<file path="config.mk">
export PLATFORM = sky130hd
export DESIGN_NAME = wdk_top
export DESIGN_NICKNAME = d
export VERILOG_FILES = /design/src/verilog/wdk_pkg.sv /design/src/verilog/wdk_counter.sv /design/src/verilog/wdk_top.sv
export SDC_FILE = /design/constraint.sdc
export NUM_CORES = 1
export LEC_CHECK = 0
export ABC_AREA = 1
export BUFFER_PORTS_ARGS = -buffer_cell sky130_fd_sc_hd__buf_2
export CORE_UTILIZATION = 40
export DETAILED_ROUTE_END_ITERATION = 10
export GPL_ROUTABILITY_DRIVEN = 0
export PLACE_DENSITY = 0.68
export REMOVE_ABC_BUFFERS = 1
export SYNTH_ARGS = -nofsm -noshare
export SYNTH_HDL_FRONTEND = slang
export SYNTH_SLANG_ARGS = --single-unit
export TNS_END_PERCENT = 10
</file>
<file path="constraint.sdc">
create_clock -name clk_sys -period 2.77 [get_ports clk_sys]
set_clock_uncertainty 0.1 [all_clocks]
set_input_delay 0.1385 -clock clk_sys [delete_from_list [all_inputs] [get_ports clk_sys]]
set_output_delay 0.1385 -clock clk_sys [all_outputs]
set_load 0.02 [all_outputs]
</file>
<file path="src/verilog/wdk_pkg.sv">
// package with register map, fields, keys and timing counts for the double-key watchdog
package wdk_pkg;
  localparam logic [7:0] WDK_ADDR_MASTER = 8'hF0;
  localparam logic [7:0] WDK_ADDR_KEY = 8'hF1;
  localparam int WDK_RUN_BIT = 7;
  localparam int WDK_PER_HI = 6;
  localparam int WDK_PER_LO = 5;
  localparam int WDK_PD_HI = 4;
  localparam int WDK_PD_LO = 3;
  localparam logic [2:0] WDK_RSVD_VAL = 3'h3;
  localparam logic [7:0] WDK_KEY_DISABLE = 8'hB1;
  localparam logic [7:0] WDK_KEY_RESTART = 8'h4E;
  localparam logic [7:0] WDK_KEY_PD_UNLOCK = 8'hDB;
  localparam logic [7:0] WDK_KEY_READ_VAL = 8'hFF;
  localparam logic WDK_RUN_RESET = 1'b1;
  localparam logic [1:0] WDK_PER_RESET = 2'h3;
  localparam int WDK_CNT_W = 22;
  localparam int WDK_EXP_BASE = 16;
  localparam int WDK_EXP_STEP = 2;
  localparam real WDK_CLK_NS = 25.0;

  typedef enum logic [1:0] {
    WDK_PD_IDLE1 = 2'b00,
    WDK_PD_IDLE2 = 2'b01,
    WDK_PD_STOP = 2'b10,
    WDK_PD_RUN = 2'b11
  } wdk_pd_mode_t;

  typedef struct packed {
    logic run_enable;
    logic [1:0] period_select;
    wdk_pd_mode_t power_down_select;
  } wdk_master_t;

  typedef struct packed {
    logic idle1;
    logic idle2;
    logic stop;
    logic run;
  } wdk_pd_decode_t;
endpackage

</file>
<file path="src/verilog/wdk_counter.sv">
// free-running period counter with terminal detect for the watchdog
`timescale 1ns/1ps
module wdk_counter
  import wdk_pkg::*;
(
  input wire logic clk_sys,
  input wire logic rst,
  input wire logic count_en,
  input wire logic restart,
  input wire logic [1:0] period_select,
  output logic terminal
);
  logic [WDK_CNT_W-1:0] cnt_q;
  logic [WDK_CNT_W-1:0] limit;

  function automatic logic [WDK_CNT_W-1:0] period_limit(input logic [1:0] sel);
    logic [WDK_CNT_W-1:0] ones;
    ones = '1;
    period_limit = ones >> (WDK_CNT_W - WDK_EXP_BASE - WDK_EXP_STEP * int'(sel));
  endfunction

  assign limit = period_limit(period_select);
  assign terminal = count_en && !restart && (cnt_q == limit);

  // a restart key has priority so a kick in the last cycle still saves the system
  always_ff @(posedge clk_sys)
  begin
    if (rst || restart)
    begin
      cnt_q <= '0;
    end
    else if (count_en)
    begin
      if (cnt_q >= limit)
      begin
        cnt_q <= '0;
      end
      else
      begin
        cnt_q <= cnt_q + 1'b1;
      end
    end
  end
endmodule

</file>
<file path="src/verilog/wdk_top.sv">
// double-key watchdog with master and key I/O registers and power-down select
// How it works
// - bit 7 set with period enables watchdog
// - stop needs enable cleared then B1h key
// - 4Eh key restarts count from zero
// - reset leaves the watchdog enabled
// - period is clock times 2^16..2^22
// - reset period select is longest, 11
// - power-down field changes only after DBh key
// - decode power-down 00,01,10,11 to four modes
// - reset power-down field is run mode
// - reserved bits read back as 011
// - key register is write only
// - master at F0h, key at F1h
`timescale 1ns/1ps
module wdk_top
  import wdk_pkg::*;
(
  input wire logic clk_sys,
  input wire logic rst,
  input wire logic [7:0] io_addr,
  input wire logic [7:0] io_wdata,
  input wire logic io_wr,
  input wire logic io_rd,
  output logic [7:0] io_rdata_q,
  output logic io_rvalid_q,
  output logic wd_timeout_q,
  output logic wd_active_q,
  output logic pd_idle1_q,
  output logic pd_idle2_q,
  output logic pd_stop_q,
  output logic pd_run_q
);
  wdk_master_t mreg_q;
  logic counting_q;
  logic unlock_q;
  logic wr_master;
  logic wr_key;
  logic rd_master;
  logic rd_key;
  logic restart;
  logic terminal;
  wdk_pd_decode_t pd_dec;

  function automatic wdk_pd_decode_t decode_pd(input wdk_pd_mode_t m);
    decode_pd = '{idle1: m == WDK_PD_IDLE1, idle2: m == WDK_PD_IDLE2,
      stop: m == WDK_PD_STOP, run: m == WDK_PD_RUN};
  endfunction

  always_comb
  begin
    wr_master = 1'b0;
    wr_key = 1'b0;
    rd_master = 1'b0;
    rd_key = 1'b0;
    if (io_addr == WDK_ADDR_MASTER)
    begin
      wr_master = io_wr;
      rd_master = io_rd;
    end
    else if (io_addr == WDK_ADDR_KEY)
    begin
      wr_key = io_wr;
      rd_key = io_rd;
    end
  end

  assign restart = wr_key && (io_wdata == WDK_KEY_RESTART);
  assign pd_dec = decode_pd(mreg_q.power_down_select);

  // master register; reserved bits written by software are dropped, they read as a constant
  always_ff @(posedge clk_sys)
  begin
    if (rst)
    begin
      mreg_q.run_enable <= WDK_RUN_RESET;
      mreg_q.period_select <= WDK_PER_RESET;
      mreg_q.power_down_select <= WDK_PD_RUN;
    end
    else if (wr_master)
    begin
      mreg_q.run_enable <= io_wdata[WDK_RUN_BIT];
      mreg_q.period_select <= io_wdata[WDK_PER_HI:WDK_PER_LO];
      if (unlock_q)
      begin
        mreg_q.power_down_select <= wdk_pd_mode_t'(io_wdata[WDK_PD_HI:WDK_PD_LO]);
      end
    end
  end

  // unlock lasts until the next master write, which consumes it, or until a key write other than DBh
  always_ff @(posedge clk_sys)
  begin
    if (rst)
    begin
      unlock_q <= 1'b0;
    end
    else if (wr_key)
    begin
      unlock_q <= (io_wdata == WDK_KEY_PD_UNLOCK);
    end
    else if (wr_master)
    begin
      unlock_q <= 1'b0;
    end
  end

  // clearing the enable bit only arms; counting stops on the B1h key written after it
  always_ff @(posedge clk_sys)
  begin
    if (rst)
    begin
      counting_q <= WDK_RUN_RESET;
    end
    else if (mreg_q.run_enable || (wr_master && io_wdata[WDK_RUN_BIT]))
    begin
      counting_q <= 1'b1;
    end
    else if (wr_key && io_wdata == WDK_KEY_DISABLE)
    begin
      counting_q <= 1'b0;
    end
  end

  wdk_counter u_counter (
    .clk_sys(clk_sys),
    .rst(rst),
    .count_en(counting_q),
    .restart(restart),
    .period_select(mreg_q.period_select),
    .terminal(terminal)
  );

  always_ff @(posedge clk_sys)
  begin
    if (rst)
    begin
      wd_timeout_q <= 1'b0;
      wd_active_q <= 1'b0;
    end
    else
    begin
      wd_timeout_q <= terminal;
      wd_active_q <= counting_q;
    end
  end

  always_ff @(posedge clk_sys)
  begin
    if (rst)
    begin
      pd_idle1_q <= 1'b0;
      pd_idle2_q <= 1'b0;
      pd_stop_q <= 1'b0;
      pd_run_q <= 1'b0;
    end
    else
    begin
      pd_idle1_q <= pd_dec.idle1;
      pd_idle2_q <= pd_dec.idle2;
      pd_stop_q <= pd_dec.stop;
      pd_run_q <= pd_dec.run;
    end
  end

  always_ff @(posedge clk_sys)
  begin
    if (rst)
    begin
      io_rdata_q <= '0;
      io_rvalid_q <= 1'b0;
    end
    else
    begin
      io_rvalid_q <= io_rd;
      if (rd_master)
      begin
        io_rdata_q <= {mreg_q, WDK_RSVD_VAL};
      end
      else if (rd_key)
      begin
        io_rdata_q <= WDK_KEY_READ_VAL;
      end
      else
      begin
        io_rdata_q <= '0;
      end
    end
  end

  property p_disable_needs_key;
    @(posedge clk_sys) disable iff (rst)
      (counting_q && !(wr_key && io_wdata == WDK_KEY_DISABLE)) |=> counting_q;
  endproperty
  a_disable_needs_key: assert property (p_disable_needs_key) else $error("watchdog stopped without key");

  property p_key_stops;
    @(posedge clk_sys) disable iff (rst)
      (wr_key && io_wdata == WDK_KEY_DISABLE && !mreg_q.run_enable) |=> !counting_q;
  endproperty
  a_key_stops: assert property (p_key_stops) else $error("disable key ignored");

  property p_enable_starts;
    @(posedge clk_sys) disable iff (rst)
      (wr_master && io_wdata[WDK_RUN_BIT]) |=> ##1 counting_q && wd_active_q;
  endproperty
  a_enable_starts: assert property (p_enable_starts) else $error("enable did not start watchdog");

  property p_restart_no_timeout;
    @(posedge clk_sys) disable iff (rst)
      restart |=> !wd_timeout_q [*8];
  endproperty
  a_restart_no_timeout: assert property (p_restart_no_timeout) else $error("timeout after restart");

  property p_pd_locked;
    @(posedge clk_sys) disable iff (rst)
      (!unlock_q) |=> $stable(mreg_q.power_down_select);
  endproperty
  a_pd_locked: assert property (p_pd_locked) else $error("power-down changed without key");

  property p_pd_unlock;
    @(posedge clk_sys) disable iff (rst)
      (wr_key && io_wdata == WDK_KEY_PD_UNLOCK) ##1 (wr_master && !wr_key)
        |=> mreg_q.power_down_select == $past(io_wdata[WDK_PD_HI:WDK_PD_LO]);
  endproperty
  a_pd_unlock: assert property (p_pd_unlock) else $error("unlocked mode write lost");

  // started only outside reset: the outputs sit at zero for one edge after release
  property p_pd_decode;
    @(posedge clk_sys) disable iff (rst)
      !rst |=> ({pd_idle1_q, pd_idle2_q, pd_stop_q, pd_run_q}
        == {$past(mreg_q.power_down_select) == WDK_PD_IDLE1,
          $past(mreg_q.power_down_select) == WDK_PD_IDLE2,
          $past(mreg_q.power_down_select) == WDK_PD_STOP,
          $past(mreg_q.power_down_select) == WDK_PD_RUN})
        && ($countones({pd_idle1_q, pd_idle2_q, pd_stop_q, pd_run_q}) == 1);
  endproperty
  a_pd_decode: assert property (p_pd_decode) else $error("power-down decode wrong");

  property p_reserved_read;
    @(posedge clk_sys) disable iff (rst)
      rd_master |=> io_rdata_q[2:0] == WDK_RSVD_VAL && io_rvalid_q;
  endproperty
  a_reserved_read: assert property (p_reserved_read) else $error("reserved bits not 011");

  property p_key_read;
    @(posedge clk_sys) disable iff (rst)
      rd_key |=> io_rdata_q == WDK_KEY_READ_VAL;
  endproperty
  a_key_read: assert property (p_key_read) else $error("key register read not constant");

  property p_reset_defaults;
    @(posedge clk_sys)
      rst |=> mreg_q.run_enable && mreg_q.period_select == WDK_PER_RESET
        && mreg_q.power_down_select == WDK_PD_RUN && counting_q;
  endproperty
  a_reset_defaults: assert property (p_reset_defaults) else $error("reset defaults wrong");

  property p_timeout_pulse;
    @(posedge clk_sys) disable iff (rst)
      wd_timeout_q |=> !wd_timeout_q;
  endproperty
  a_timeout_pulse: assert property (p_timeout_pulse) else $error("timeout not one pulse");
endmodule

</file>
==> summary.md <==
| Metric | Value |
|---|---|
| Wire length of the first global-routing pass | ~7.2 mm |
| Buffer type at the clock tree root | clkbuf_8 |
| Number of enable-type register cells in the synthesized netlist | 0 |
| Min-delay src | rst |
| Number of DRC markers after the initial detailed-route iteration | 147 |
| Inserted Diodes | 0 |
| Cell count after synthesis | 297 |
| Buffer and inverter count on the worst path | 0 |
| Final hold viol count | 0 |
| Count of port buffers added during placement | 34 |
| Total vias in the final route | around 1,900 |
| Largest fanout on the critical path | 22 |
| Core outline area | a little over 5000 um2 |
| Leakage power figure | about 1.2 nW |
| Max-cap violations | 0 |
| Clock Sink Count | between 40 and 50 |
| Setup TNS | 0 ns |
| Max IR drop VDD | 0.193 mV |
| Hpwl dp | 3.19 mm |
| Biggest area contributors in the synthesized netlist | dfxtp_1 (40%), nand2_1 (11%), inv_1 (7.6%) |
| Setup slack of the worst register-to-register path | between 0.7 and 0.8 ns |
| Number of distinct standard cells referenced by the synthesized netlist | 27 |
| Most common library cells after synthesis | nand2_1 (65), inv_1 (44), dfxtp_1 (43) |
| Drc violations | 0 |
| Via count of the first global-routing pass | around 1,700 |
| Final ANT Viol Nets | 0 |
| Synthesis-to-finish area growth | 15.9% |
| Sum of overflow across all layers after global routing | 0 |
| Hold-critical path depth | 2 |
| Register bit count reported by yosys | 43 |
| Number of vias per cell | 4.62 |
| Terminus of the critical flop-to-flop path | u_counter.cnt_q[5]$_SDFFE_PP0P_ |
| Max-slew violation count | 0 |
| Number of antenna violations at the first check in global routing | 0 |
| Post-synthesis cell area | 2160 um2 |
| # placed instances | 394 |
| Unrepaired setup endpoints after global routing | false |
| Type of the worst min-delay path | primary input to register |
| Status | complete, no violations |
| Number of gates resized after cts | 0 |
| Startpoint-to-endpoint class of the critical path | register to register |
| Setup violators final | 0 |
| Finished Core Util | between 40 and 50% |
| Required time reported for the critical path endpoint | around 2.9 ns |
| Effective utilization at floorplan | approximately two fifths |
| Power density cells | ~500 nW/um2 |
| TritonCTS clock tree | done |
| Total CTS buffers | 5 |
| Rel. slew slack | 73.3% |
| Layout net count | around 360 |
| Die Span Y | roughly 76 um |
| Final worst-path setup slack | ~0.79 ns |
| Clock-pin slew on the worst setup and hold paths | ~0.090 ns |
| Top-count cell post-synth | nand2_1 |
| Worst Hold Slack | 0.0138 ns |
| Crit path launch | mreg_q[2]$_SDFFE_PP1N_ |
| Number of core rows | 26 |
| Clock insertion delay at the later pin of the skew report | slightly above 0.3 ns |
| Detail-routed net length per standard cell | approximately 10 um |
| Delay contributed by the slowest stage of the critical path | 0.38 ns |
| H-tree levels | 2 |
| Beginning of the worst register-to-register path | mreg_q[2]$_SDFFE_PP1N_ |
| Pin count of the biggest net entering global routing | 23 |
| Die Span X | around 76 um |
| Warnings, synthesis | 0 |
| Area fraction of the dominant cell type after synthesis | about two fifths |
| Maximum number of buffers from clock root to sink | 2 |
| Total die area | ~5700 um2 |
| Worst Reg-to-Reg Cells | 11 |
| Cell breakdown of the critical path | nand2_1 > ha_1 > nand2_1 > nor2_1 > nand2_1 > nor2_1 > nand3_1 > nand2_1 > nand2_2 > nand2_4 > nor2_1 |
| Global routing usage summed across all routing layers | between 15 and 20% |
| Number of detailed-route iterations in the first pass | 4 |
| CP Launch Type | register |
| Slew at the pin with the worst max-slew slack | roughly 0.4 ns |
| Post-CTS repair timing setup buffer count | 0 |
| Post-route insts no fill | about 400 |
| Share of post-route cells with drive strength above 1 | about 20% |
| Arrival time at the worst endpoint | around 2 ns |
| Maximum frequency from static timing analysis | just over 500 MHz |
| Async set or reset register ratio after synthesis | 0% |
| Slowest stage cell on the critical path | dfxtp_1 |
| Portion of the clock cycle consumed by the worst path in the final layout | between 70% and 80% |
| Yosys top cell by area | dfxtp_1 |
| Prevailing post-synth register cell | dfxtp_1 |
| Total Wirelength | 4.25 mm |
| Setup slack after placement | around 0.81 ns |
| CP Capture Type | register |
| Worst path most repeated cell | nand2_1 |
| I/O pins | 35 |
| Time the final worst path needs with I/O delays and setup | approximately 2.0 ns |
| Mean area per synthesized cell | roughly 7.3 um2 |
| Fraction of the yosys area taken by sequential cells | approximately two fifths |
| Worst path top cell family by delay | simple AND/OR/NAND/NOR gates |
| Hold worst-path end | unlock_q$_SDFFE_PP0P_ |
| Cts hold-fix bufs | 3 |
[metal layers]
metal / share of wire (%) / GRT usage [%] / vias to the layer above
met5: 0 / 0 / -
met4: 2.3 / 8.44 / 0
met3: 3.4 / 3.97 / 9
met2: 45 / 27.9 / 32
met1: 49 / 20.8 / 821
li1: - / - / 1010
[placed cells by master, fill, tap and decap left out]
cell type      instances
mux2i_1                1
clkbuf_8               5
nand2_1               65
a31oi_1                1
and3_1                 2
dfxtp_1               43
o21ai_0                9
nand3_2                1
nor2_1                31
xor2_1                 8
nor2_4                 3
clkbuf_1               1
ha_1                   5
nand3_1               23
o211ai_1               3
nor4_1                 1
nand4_1                9
nor3_1                12
bufinv_16              2
nor3b_1                2
a21oi_1                3
buf_2                 34
nor2_2                19
xnor2_1                1
nand2_4                1
nand2_2                3
inv_1                 44
dlygate4sd3_1          3
[per-stage QoR]
step | power, W | area (um2)
finish | 0.00127 | 2500
floorplan | 0.000672 | 2080
CTS | 0.00128 | 2500
global placement | 0.000698 | 2340
detailed placement | 0.000700 | 2340
global route | 0.00132 | 2500
[power breakdown]
group          internal (W)  total (W)  switching (W)  leakage, nW
sequential         0.000624   0.000628     0.00000378        0.348
combinational     0.0000248  0.0000607      0.0000359        0.752
clock              0.000361   0.000583       0.000223       0.0654
[cells by family (layout without fill, tap and decap cells)]
| group | Yosys count | after routing | synth area share (%) |
|---|---|---|---|
| simple gates | 172 | 172 | 37.8 |
| buf+inv | 51 | 89 | 11.2 |
| flops | 43 | 43 | 39.8 |
| compound gates | 16 | 16 | 4.11 |
| xor+xnor | 9 | 9 | 3.65 |
| fa+ha+maj | 5 | 5 | 2.89 |
| mux | 1 | 1 | 0.463 |
[registers in the layout (all words and copies together) (netlist names)]
signal,flops
pd_idle2_q,1
io_rdata_q,7
counting_q,1
wd_timeout_q,1
pd_stop_q,1
pd_idle1_q,1
pd_run_q,1
io_rvalid_q,1
wd_active_q,1
mreg_q,5
unlock_q,1
u_counter.cnt_q,22
[worst reg2reg max path, cell delays in order (launching register included)]
cell and delay, ns:
dfxtp_1 0.38, nand2_1 0.10, ha_1 0.30, nand2_1 0.07, nor2_1 0.14, nand2_1 0.07
nor2_1 0.11, nand3_1 0.08, nand2_1 0.07, nand2_2 0.06, nand2_4 0.29, nor2_1 0.09
[area by class of cell]
| class | count | area [um2] |
|---|---|---|
| fillers | 504 | 2670 |
| multi-input cells | 203 | 1060 |
| flip-flops and latches | 43 | 861 |
| repair buffers | 37 | 200 |
| inverters | 44 | 165 |
| well taps | 70 | 87.6 |
| clock buffers | 6 | 72.6 |
| clock inverters | 2 | 60.1 |
[how the worst max path moves through the flow]
stage	endpoint	slack, ns	depth (start not counted)
floorplan	u_counter.cnt_q[18]$_SDFFE_PP0P_	1.00	11
global placement	u_counter.cnt_q[18]$_SDFFE_PP0P_	0.88	11
detailed placement	u_counter.cnt_q[5]$_SDFFE_PP0P_	0.81	11
CTS	u_counter.cnt_q[5]$_SDFFE_PP0P_	0.77	11
global route	u_counter.cnt_q[18]$_SDFFE_PP0P_	0.61	11
finish	u_counter.cnt_q[5]$_SDFFE_PP0P_	0.79	11
Note: power is estimated with default switching activity, not from simulation.
